### config.mk
export PLATFORM = sky130hd
export DESIGN_NAME = usw_encoder
export DESIGN_NICKNAME = d
export VERILOG_FILES = /design/src/logic/usw_pkg.sv /design/src/logic/usw_encoder.sv
export SDC_FILE = /design/constraint.sdc
export NUM_CORES = 2
export LEC_CHECK = 0
export BUFFER_PORTS_ARGS = -buffer_cell sky130_fd_sc_hd__buf_2
export CAP_MARGIN = 20
export CELL_PAD_IN_SITES_DETAIL_PLACEMENT = 0
export CELL_PAD_IN_SITES_GLOBAL_PLACEMENT = 1
export CORE_ASPECT_RATIO = 0.6
export CORE_UTILIZATION = 30
export DETAILED_ROUTE_END_ITERATION = 7
export PLACE_DENSITY_LB_ADDON = 0.3
export SYNTH_ARGS = -nofsm -noshare
export SYNTH_HDL_FRONTEND = slang
export SYNTH_SLANG_ARGS = --single-unit
export TNS_END_PERCENT = 30
### constraint.sdc
create_clock -name clk -period 7.4 [get_ports clk]
set_input_delay 0.74 -clock clk [delete_from_list [all_inputs] [get_ports clk]]
set_output_delay 0.74 -clock clk [all_outputs]
set_load 0.01 [all_outputs]
### src/logic/usw_pkg.sv
// Constants, field layouts and carrier types for the unit status word encoder
package usw_pkg;

	localparam int UNITS = 8;
	localparam int BYTE_W = 8;

	// ****************************************
	// Register map
	// ****************************************
	localparam logic [7:0] SYS_BYTE_ONE = 8'h00;
	localparam logic [7:0] SYS_BYTE_TWO = 8'h01;
	localparam logic [7:0] SYS_DRIVER_LOSS = 8'h02;
	localparam logic [7:0] SYS_COOLER_LOSS = 8'h03;
	localparam logic [7:0] SYS_VERSION = 8'h04;
	localparam logic [7:0] CTRL = 8'h05;
	localparam logic [7:0] VERSION_SET = 8'h06;
	localparam logic [7:0] EVENT_CLEAR = 8'h07;
	localparam logic [7:0] DRIVER_PRESENT = 8'h08;
	localparam logic [7:0] COOLER_PRESENT = 8'h09;
	localparam logic [1:0] DRIVER_WINDOW = 2'h1;
	localparam logic [1:0] COOLER_WINDOW = 2'h2;

	// Byte slots inside one unit window
	localparam logic [2:0] UNIT_STATUS = 3'h0;
	localparam logic [2:0] UNIT_FAULT = 3'h1;
	localparam logic [2:0] UNIT_GROUP = 3'h2;
	localparam logic [2:0] UNIT_INTERNAL_A = 3'h3;
	localparam logic [2:0] UNIT_INTERNAL_B = 3'h4;
	localparam logic [2:0] UNIT_VERSION = 3'h5;

	// ****************************************
	// Field positions
	// ****************************************
	localparam int SYS_FAIL_BIT = 2;
	localparam int SYS_LASER_BIT = 3;
	localparam int SYS_ILOCK_BIT = 4;
	localparam int SYS_REMOTE_BIT = 5;
	localparam int SYS_OVERTEMP_BIT = 6;
	localparam int SYS_FIRST_BIT = 7;
	localparam int CARD_NEW_BIT = 0;
	localparam int CARD_IN_BIT = 1;
	localparam int CARD_FAULT_BIT = 2;
	localparam int ANY_FAULT_BIT = 3;
	localparam int DRIVER_FAULT_BIT = 4;
	localparam int COOLER_FAULT_BIT = 5;
	localparam int MEAS_BIT = 6;
	localparam int STATION_BIT = 7;
	localparam int UNIT_FIRST_BIT = 3;
	localparam int UNIT_ILOCK_BIT = 4;
	localparam int UNIT_FAN_BIT = 4;
	localparam int UNIT_CONFIG_BIT = 5;
	localparam int UNIT_ACTIVE_BIT = 6;
	localparam int UNIT_LASER_BIT = 7;
	localparam int UNIT_FAIL_BIT = 0;
	localparam int RELAY_BIT = 1;
	localparam int AMP_BIT = 2;
	localparam int PELTIER_BIT = 1;
	localparam int PULSE_ILOCK_BIT = 3;
	localparam int FAN_DEFECT_BIT = 3;
	localparam int DRV_OVERTEMP_BIT = 4;
	localparam int LASER_OVERTEMP_BIT = 4;
	localparam int COOL_OVERTEMP_BIT = 5;
	localparam int TYPE_LSB = 4;
	localparam int CTRL_REMOTE_BIT = 0;

	// ****************************************
	// Reset values and timing
	// ****************************************
	localparam logic [7:0] CTRL_RESET = 8'h00;
	localparam logic [7:0] VERSION_RESET = 8'h01;
	localparam logic [7:0] PRESENT_RESET = 8'hFF;
	localparam int CLK_HZ = 25000000;
	localparam int LOSS_TIME_MS = 2500;
	localparam int LOSS_CYCLES = LOSS_TIME_MS * (CLK_HZ / 1000);

	// ****************************************
	// Carriers
	// ****************************************
	typedef enum logic [1:0] {
		USW_TYPE_L = 2'b00,
		USW_TYPE_M = 2'b01,
		USW_TYPE_H = 2'b10,
		USW_TYPE_X = 2'b11
	} usw_type_e;

	typedef struct packed {
		logic [1:0] op_mode;
		logic failure;
		logic interlock_open;
		logic board_overtemp;
		logic card_inserted;
		logic card_fault;
		logic meas_connected;
		logic station_connected;
	} usw_system_s;

	typedef struct packed {
		logic [2:0] op_mode;
		logic first_msg;
		logic interlock_open;
		logic configured;
		logic active;
		logic laser_on;
		logic failure;
		logic relay_defect;
		logic amp_defect;
		logic pulse_interlock;
		logic overtemp;
		logic [3:0] group;
		usw_type_e unit_type;
		logic [7:0] internal_a;
		logic [7:0] internal_b;
		logic [7:0] version;
	} usw_driver_s;

	typedef struct packed {
		logic [2:0] op_mode;
		logic first_msg;
		logic fan_ctrl;
		logic configured;
		logic active;
		logic failure;
		logic peltier_defect;
		logic fan_defect;
		logic laser_overtemp;
		logic board_overtemp;
		logic [7:0] internal_a;
		logic [7:0] internal_b;
		logic [7:0] version;
	} usw_cooler_s;

	typedef struct packed {
		logic [7:0] byte_one;
		logic [7:0] byte_two;
		logic [7:0] driver_loss;
		logic [7:0] cooler_loss;
		logic [7:0] version;
	} usw_sys_msg_s;

endpackage

### src/logic/usw_encoder.sv
// Unit status word encoder: system, driver and cooler status bytes
`timescale 1ns/1ps

module usw_encoder #(
	parameter int LOSS_CYCLES = usw_pkg::LOSS_CYCLES
) (
	// Clock, reset, enable
	input wire logic clk,
	input wire logic rst,
	input wire logic ce,
	// Register port
	input wire logic [7:0] reg_addr,
	input wire logic [7:0] reg_wdata,
	input wire logic reg_wr,
	input wire logic reg_rd,
	output logic [7:0] reg_rdata,
	// System controller state
	input wire usw_pkg::usw_system_s sys_state,
	input wire logic card_changed,
	input wire logic sys_msg_sent,
	// Received unit status messages
	input wire logic [usw_pkg::UNITS-1:0] driver_valid,
	input wire usw_pkg::usw_driver_s driver_msg [usw_pkg::UNITS],
	input wire logic [usw_pkg::UNITS-1:0] cooler_valid,
	input wire usw_pkg::usw_cooler_s cooler_msg [usw_pkg::UNITS],
	// Outgoing system status message
	output usw_pkg::usw_sys_msg_s sys_msg
);

	// ****************************************
	// Storage
	// ****************************************
	logic [7:0] ctrl;
	logic [7:0] version_set;
	logic [7:0] driver_present;
	logic [7:0] cooler_present;
	logic first_pending;
	logic card_new;
	usw_pkg::usw_driver_s driver_snap [usw_pkg::UNITS];
	usw_pkg::usw_cooler_s cooler_snap [usw_pkg::UNITS];
	logic [usw_pkg::UNITS-1:0] driver_lost;
	logic [usw_pkg::UNITS-1:0] cooler_lost;
	logic [31:0] driver_age [usw_pkg::UNITS];
	logic [31:0] cooler_age [usw_pkg::UNITS];
	logic [7:0] next_byte_one;
	logic [7:0] next_byte_two;
	logic [7:0] next_rdata;
	logic any_laser;
	logic any_overtemp;
	logic any_driver_fault;
	logic any_cooler_fault;
	logic wr_clear;

	localparam logic [31:0] LOSS_LIMIT = 32'(LOSS_CYCLES);

	// ****************************************
	// Byte builders
	// ****************************************
	function automatic logic [7:0] driver_fault_byte(input usw_pkg::usw_driver_s s);
		logic [7:0] b;
		b = 8'h00;
		b[usw_pkg::UNIT_FAIL_BIT] = s.failure | s.relay_defect | s.amp_defect
			| s.pulse_interlock | s.overtemp;
		b[usw_pkg::RELAY_BIT] = s.relay_defect;
		b[usw_pkg::AMP_BIT] = s.amp_defect;
		b[usw_pkg::PULSE_ILOCK_BIT] = s.pulse_interlock;
		b[usw_pkg::DRV_OVERTEMP_BIT] = s.overtemp;
		return b;
	endfunction

	function automatic logic [7:0] cooler_fault_byte(input usw_pkg::usw_cooler_s s);
		logic [7:0] b;
		b = 8'h00;
		b[usw_pkg::UNIT_FAIL_BIT] = s.failure | s.peltier_defect | s.fan_defect
			| s.laser_overtemp | s.board_overtemp;
		b[usw_pkg::PELTIER_BIT] = s.peltier_defect;
		b[usw_pkg::FAN_DEFECT_BIT] = s.fan_defect;
		b[usw_pkg::LASER_OVERTEMP_BIT] = s.laser_overtemp;
		b[usw_pkg::COOL_OVERTEMP_BIT] = s.board_overtemp;
		return b;
	endfunction

	function automatic logic [7:0] driver_byte(input usw_pkg::usw_driver_s s,
			input logic [2:0] slot);
		logic [7:0] b;
		b = 8'h00;
		if (slot == usw_pkg::UNIT_STATUS) begin
			b[2:0] = s.op_mode;
			b[usw_pkg::UNIT_FIRST_BIT] = s.first_msg;
			b[usw_pkg::UNIT_ILOCK_BIT] = s.interlock_open;
			b[usw_pkg::UNIT_CONFIG_BIT] = s.configured;
			b[usw_pkg::UNIT_ACTIVE_BIT] = s.active;
			b[usw_pkg::UNIT_LASER_BIT] = s.laser_on;
		end else if (slot == usw_pkg::UNIT_FAULT) begin
			b = driver_fault_byte(s);
		end else if (slot == usw_pkg::UNIT_GROUP) begin
			b[3:0] = s.group;
			b[usw_pkg::TYPE_LSB + int'(s.unit_type)] = 1'b1;
		end else if (slot == usw_pkg::UNIT_INTERNAL_A) begin
			b = s.internal_a;
		end else if (slot == usw_pkg::UNIT_INTERNAL_B) begin
			b = s.internal_b;
		end else if (slot == usw_pkg::UNIT_VERSION) begin
			b = s.version;
		end
		return b;
	endfunction

	function automatic logic [7:0] cooler_byte(input usw_pkg::usw_cooler_s s,
			input logic [2:0] slot);
		logic [7:0] b;
		b = 8'h00;
		if (slot == usw_pkg::UNIT_STATUS) begin
			b[2:0] = s.op_mode;
			b[usw_pkg::UNIT_FIRST_BIT] = s.first_msg;
			b[usw_pkg::UNIT_FAN_BIT] = s.fan_ctrl;
			b[usw_pkg::UNIT_CONFIG_BIT] = s.configured;
			b[usw_pkg::UNIT_ACTIVE_BIT] = s.active;
		end else if (slot == usw_pkg::UNIT_FAULT) begin
			b = cooler_fault_byte(s);
		end else if (slot == usw_pkg::UNIT_INTERNAL_A) begin
			b = s.internal_a;
		end else if (slot == usw_pkg::UNIT_INTERNAL_B) begin
			b = s.internal_b;
		end else if (slot == usw_pkg::UNIT_VERSION) begin
			b = s.version;
		end
		return b;
	endfunction

	// ****************************************
	// Software registers
	// ****************************************
	assign wr_clear = reg_wr && (reg_addr == usw_pkg::EVENT_CLEAR) && reg_wdata[0];

	always_ff @(posedge clk) begin
		if (rst) begin
			ctrl <= usw_pkg::CTRL_RESET;
			version_set <= usw_pkg::VERSION_RESET;
			driver_present <= usw_pkg::PRESENT_RESET;
			cooler_present <= usw_pkg::PRESENT_RESET;
		end else if (ce && reg_wr) begin
			if (reg_addr == usw_pkg::CTRL) begin
				ctrl <= reg_wdata;
			end else if (reg_addr == usw_pkg::VERSION_SET) begin
				version_set <= reg_wdata;
			end else if (reg_addr == usw_pkg::DRIVER_PRESENT) begin
				driver_present <= reg_wdata;
			end else if (reg_addr == usw_pkg::COOLER_PRESENT) begin
				cooler_present <= reg_wdata;
			end
		end
	end

	// ****************************************
	// Event flags
	// ****************************************
	always_ff @(posedge clk) begin
		if (rst) begin
			first_pending <= 1'b1;
		end else if (ce && sys_msg_sent) begin
			first_pending <= 1'b0;
		end
	end

	// New card is sticky; a change in the clearing cycle still sets it
	always_ff @(posedge clk) begin
		if (rst) begin
			card_new <= 1'b0;
		end else if (ce) begin
			if (card_changed) begin
				card_new <= 1'b1;
			end else if (wr_clear) begin
				card_new <= 1'b0;
			end
		end
	end

	// ****************************************
	// Unit snapshots and loss watch
	// ****************************************
	for (genvar i = 0; i < usw_pkg::UNITS; i++) begin : g_unit
		always_ff @(posedge clk) begin
			if (rst) begin
				driver_snap[i] <= '0;
			end else if (ce && driver_valid[i]) begin
				driver_snap[i] <= driver_msg[i];
			end
		end

		always_ff @(posedge clk) begin
			if (rst) begin
				cooler_snap[i] <= '0;
			end else if (ce && cooler_valid[i]) begin
				cooler_snap[i] <= cooler_msg[i];
			end
		end

		// Age counts cycles since the unit's last message
		always_ff @(posedge clk) begin
			if (rst) begin
				driver_age[i] <= 32'h00000000;
				driver_lost[i] <= 1'b0;
			end else if (ce) begin
				if (driver_valid[i] || !driver_present[i]) begin
					driver_age[i] <= 32'h00000000;
					driver_lost[i] <= 1'b0;
				end else if (driver_age[i] < LOSS_LIMIT) begin
					driver_age[i] <= driver_age[i] + 32'h00000001;
				end else begin
					driver_lost[i] <= 1'b1;
				end
			end
		end

		always_ff @(posedge clk) begin
			if (rst) begin
				cooler_age[i] <= 32'h00000000;
				cooler_lost[i] <= 1'b0;
			end else if (ce) begin
				if (cooler_valid[i] || !cooler_present[i]) begin
					cooler_age[i] <= 32'h00000000;
					cooler_lost[i] <= 1'b0;
				end else if (cooler_age[i] < LOSS_LIMIT) begin
					cooler_age[i] <= cooler_age[i] + 32'h00000001;
				end else begin
					cooler_lost[i] <= 1'b1;
				end
			end
		end
	end

	// ****************************************
	// System summary
	// ****************************************
	always_comb begin
		any_laser = 1'b0;
		any_overtemp = sys_state.board_overtemp;
		any_driver_fault = |driver_lost;
		any_cooler_fault = |cooler_lost;
		for (int i = 0; i < usw_pkg::UNITS; i++) begin
			any_laser = any_laser | (driver_present[i] & driver_snap[i].laser_on);
			any_overtemp = any_overtemp | (driver_present[i] & driver_snap[i].overtemp)
				| (cooler_present[i] & cooler_snap[i].board_overtemp);
			any_driver_fault = any_driver_fault
				| (driver_present[i] & (driver_fault_byte(driver_snap[i]) != 8'h00));
			any_cooler_fault = any_cooler_fault
				| (cooler_present[i] & (cooler_fault_byte(cooler_snap[i]) != 8'h00));
		end
	end

	always_comb begin
		next_byte_one = 8'h00;
		next_byte_one[1:0] = sys_state.op_mode;
		next_byte_one[usw_pkg::SYS_FAIL_BIT] = sys_state.failure;
		next_byte_one[usw_pkg::SYS_LASER_BIT] = any_laser;
		next_byte_one[usw_pkg::SYS_ILOCK_BIT] = sys_state.interlock_open;
		next_byte_one[usw_pkg::SYS_REMOTE_BIT] = ctrl[usw_pkg::CTRL_REMOTE_BIT];
		next_byte_one[usw_pkg::SYS_OVERTEMP_BIT] = any_overtemp;
		next_byte_one[usw_pkg::SYS_FIRST_BIT] = first_pending;
	end

	always_comb begin
		next_byte_two = 8'h00;
		next_byte_two[usw_pkg::CARD_NEW_BIT] = card_new;
		next_byte_two[usw_pkg::CARD_IN_BIT] = sys_state.card_inserted;
		next_byte_two[usw_pkg::CARD_FAULT_BIT] = sys_state.card_fault;
		next_byte_two[usw_pkg::ANY_FAULT_BIT] = sys_state.failure | any_driver_fault
			| any_cooler_fault;
		next_byte_two[usw_pkg::DRIVER_FAULT_BIT] = any_driver_fault;
		next_byte_two[usw_pkg::COOLER_FAULT_BIT] = any_cooler_fault;
		next_byte_two[usw_pkg::MEAS_BIT] = sys_state.meas_connected;
		next_byte_two[usw_pkg::STATION_BIT] = sys_state.station_connected;
	end

	always_ff @(posedge clk) begin
		if (rst) begin
			sys_msg <= '0;
		end else if (ce) begin
			sys_msg.byte_one <= next_byte_one;
			sys_msg.byte_two <= next_byte_two;
			sys_msg.driver_loss <= driver_lost;
			sys_msg.cooler_loss <= cooler_lost;
			sys_msg.version <= version_set;
		end
	end

	// ****************************************
	// Read port
	// ****************************************
	always_comb begin
		next_rdata = 8'h00;
		if (reg_addr == usw_pkg::SYS_BYTE_ONE) begin
			next_rdata = sys_msg.byte_one;
		end else if (reg_addr == usw_pkg::SYS_BYTE_TWO) begin
			next_rdata = sys_msg.byte_two;
		end else if (reg_addr == usw_pkg::SYS_DRIVER_LOSS) begin
			next_rdata = sys_msg.driver_loss;
		end else if (reg_addr == usw_pkg::SYS_COOLER_LOSS) begin
			next_rdata = sys_msg.cooler_loss;
		end else if (reg_addr == usw_pkg::SYS_VERSION) begin
			next_rdata = sys_msg.version;
		end else if (reg_addr == usw_pkg::CTRL) begin
			next_rdata = ctrl;
		end else if (reg_addr == usw_pkg::VERSION_SET) begin
			next_rdata = version_set;
		end else if (reg_addr == usw_pkg::DRIVER_PRESENT) begin
			next_rdata = driver_present;
		end else if (reg_addr == usw_pkg::COOLER_PRESENT) begin
			next_rdata = cooler_present;
		end else if (reg_addr[7:6] == usw_pkg::DRIVER_WINDOW) begin
			next_rdata = driver_byte(driver_snap[reg_addr[5:3]], reg_addr[2:0]);
		end else if (reg_addr[7:6] == usw_pkg::COOLER_WINDOW) begin
			next_rdata = cooler_byte(cooler_snap[reg_addr[5:3]], reg_addr[2:0]);
		end
	end

	// Data stands only in the cycle after the read strobe
	always_ff @(posedge clk) begin
		if (rst) begin
			reg_rdata <= 8'h00;
		end else if (ce) begin
			reg_rdata <= reg_rd ? next_rdata : 8'h00;
		end
	end

endmodule

==> flow_summary.json <==
{
  "finalSetupViolations": 0,
  "postCtsHoldBufs": 0,
  "synth_commonest_cells": "edfxtp_1, and3_1, nor2_1",
  "nNetsFinal": 6186,
  "cts.sinks": 1242,
  "grt_usage_pct": 21.3,
  "drt-initial-drc-count": 4534,
  "crit_chain": "buf_8 -> buf_12 -> mux4_2 -> mux2i_1 -> o22ai_1 -> o21ai_0 -> nand3_1 -> a22o_1",
  "gr-total-overflow": 0,
  "fmaxAchievable_mhz": 286,
  "instances_no_fill": 8205,
  "ys_seq_area_share_pct": 61.6,
  "drv_cap": 0,
  "grt_pass1_vias": 41000,
  "ys_async_sr_fraction_pct": 0,
  "p_per_area_nw_per_um2": 240,
  "period_share_pct": 47.2,
  "worstPathArrival_ns": 4.16,
  "power.internal_mw": 12.6,
  "cts-resized-gates": 0,
  "worstSetupPathType": "in2reg",
  "rsz0062_at_grt": "false",
  "p_comb_share_pct": 8.7,
  "yosysMostFrequentCell": "edfxtp_1",
  "die_h_um": 345,
  "p_leak_nw": 27.4,
  "port_buffers": 727,
  "seqPwrFrac_pct": 50.3,
  "postCtsSetupBuffers": 0,
  "route.detailed.drc": 0,
  "routed_via_density": 5.18,
  "min-delay-start": "sys_state[3]",
  "cts_tree": "built",
  "synth_edf_count": 1144,
  "crit_path_start_kind": "input pin",
  "synth_ff_type": "edfxtp_1",
  "ys_seq_elements": 1242,
  "synth_area_sq_um": 58900,
  "antenna_found_initial": 57,
  "holdWs_ns": 0.211,
  "critPathRequiredTime_ns": 8.06,
  "cts.clk_slew.worst_paths_ns": 0.07,
  "end_kind": "flip-flop",
  "fillers": 19300,
  "worst_pin_slew_ns": 1.40,
  "worstSetupStartpoint": "reg_addr[3]",
  "status": "finished, final reports clean",
  "syn-instance-count": 4717,
  "die_w_um": 574,
  "path_delay_family": "compound AO/OA/AOI/OAI gates",
  "synth_cell_types": 78,
  "synth_top_area_share_pct": 58.3,
  "drt_pass1_iterations": 5,
  "maxSlewViolCount": 0,
  "routedWlPerCell_um": 26.5,
  "routed_wl_um": 217000,
  "worst-path-max-fanout": 64,
  "stdcell_area_sq_um": 70300,
  "synthTopCellsByArea": "edfxtp_1, and3_1, mux4_2",
  "grt_start_max_net_pins": 268,
  "power.switching_mw": 4.23,
  "fp-row-count": 125,
  "dpl_cell_area_sq_um": 65800,
  "finalCriticalPeriod_ns": 3.49,
  "core_area_sq_um": 194000,
  "die_area_sq_um": 198000,
  "worstSkewPairLatency_ns": 0.82,
  "dp_hpwl_um": 153000,
  "pin_count": 728,
  "yosys_warnings": 0,
  "yosys.area.top_type": "edfxtp_1",
  "p_sw_share_pct": 25.1,
  "critical_path_buf_inv_count": 2,
  "dp.cells": 7943,
  "finalHoldViolations": 0,
  "cts_buffers": 142,
  "synth.avg_cell_area_sq_um": 12.5,
  "rr_startpoint": "cooler_age[0][102]",
  "htreeDepth": 4,
  "vias": 42500,
  "slew_headroom_pct": 6.35,
  "crit_slowest_cell": "mux4_2",
  "grt_pass1_wl_um": 306000,
  "hold_path.class": "in2reg",
  "cts_buffer_depth": 4,
  "peakVddDrop_v": 0.000141,
  "fin_tns_setup_ns": 0,
  "cpPeakStageDelay_ns": 0.58,
  "clock_skew_ns": 0.0689,
  "drive_above_1_share_pct": 21.5,
  "area_growth_pct": 19.3,
  "p_clk_share_pct": 41.0,
  "ant_nets": 0,
  "cts_root_buf": "clkbuf_16",
  "start_util_pct": 30.3,
  "routabilityCongestion": 0.902
}
## power by group through the flow
| stage | clock network, mW | registers, mW | logic (mW) |
|---|---|---|---|
| after floorplan | 0 | 8.49 | 0.759 |
| after global placement | 0 | 8.62 | 1.48 |
| after detailed placement | 0 | 8.62 | 1.48 |
| after CTS | 7.07 | 8.48 | 1.49 |
| after global routing | 7.32 | 8.53 | 1.56 |
| final | 6.91 | 8.48 | 1.48 |
## cells by family after synthesis
group	synth area share [%]
AO/OA/AOI/OAI	4.57
XOR/XNOR	5.46
adder cells (fa/ha/maj)	0.340
buffers and inverters	2.39
flip-flops	61.6
multiplexers	7.30
other	0.00637
AND/OR/NAND/NOR	18.3
## flip-flops by register name, indices dropped and copies added (netlist names), 40 cells and up
name / flops
sys_msg: 40
cooler_age: 256
driver_snap: 344
cooler_snap: 288
driver_age: 256
## worst paths after layout
check / endpoint / slack, ns / cells after the start
setup / recovery: reg_rdata[5] / 3.91 / 8
hold / removal: sys_msg[25] / 0.21 / 3
setup reg to reg: cooler_age[0][99] / 4.11 / 7
hold reg to reg: first_pending / 0.46 / 1
## routing by layer
metal | routed length [um] | part of all wire, % | track usage, %
met1 | 101000 | 47 | 31.4
met4 | 4130 | 1.9 | 3.94
met2 | 95800 | 44 | 32.2
met3 | 16300 | 7.5 | 4.37
met5 | 151 | 0.069 | 0
## layout by cell type, fill, tap and decap left out, types with 84 or more instances in the layout
cell | synthesis | final
xnor2_1 | 163 | 163
nand2_1 | 282 | 282
mux4_2 | 148 | 148
and3_1 | 707 | 707
nand3_1 | 176 | 176
dfxtp_1 | 98 | 98
clkbuf_16 | 0 | 146
edfxtp_1 | 1144 | 1144
conb_1 | 1 | 96
xor2_1 | 204 | 204
o21ai_0 | 84 | 84
nor2_1 | 618 | 614
a21oi_1 | 106 | 102
mux2i_1 | 91 | 91
buf_2 | 23 | 723
## layout make-up
cell class,instances,area (sq um),share of cell area [%]
multi-input combinational,3236,21700,30.8
clock buffer,176,3830,5.45
sequential,1242,36300,51.7
clock inverter,68,557,0.793
tap,2603,3260,4.64
timing repair buffer,800,4360,6.20
inverter,68,258,0.367
antenna,12,30.0,0.0427
## tightest hold or removal path: cells and delay by family
kind	cells	cell delay [ns]
buf+inv	1	0.07
mux	1	0.05
simple gates	1	0.07
## through the flow
stage / power [mW] / setup WS (ns) / util [%]
finish: 16.9 / 3.91 / 36.2
global route: 17.4 / 3.65 / 36.2
CTS: 17.0 / 3.97 / 36.1
detailed placement: 10.1 / 3.27 / 33.8
global placement: 10.1 / 3.22 / 33.8
floorplan: 9.25 / 3.95 / -
Note: power is estimated with default switching activity, not from simulation.
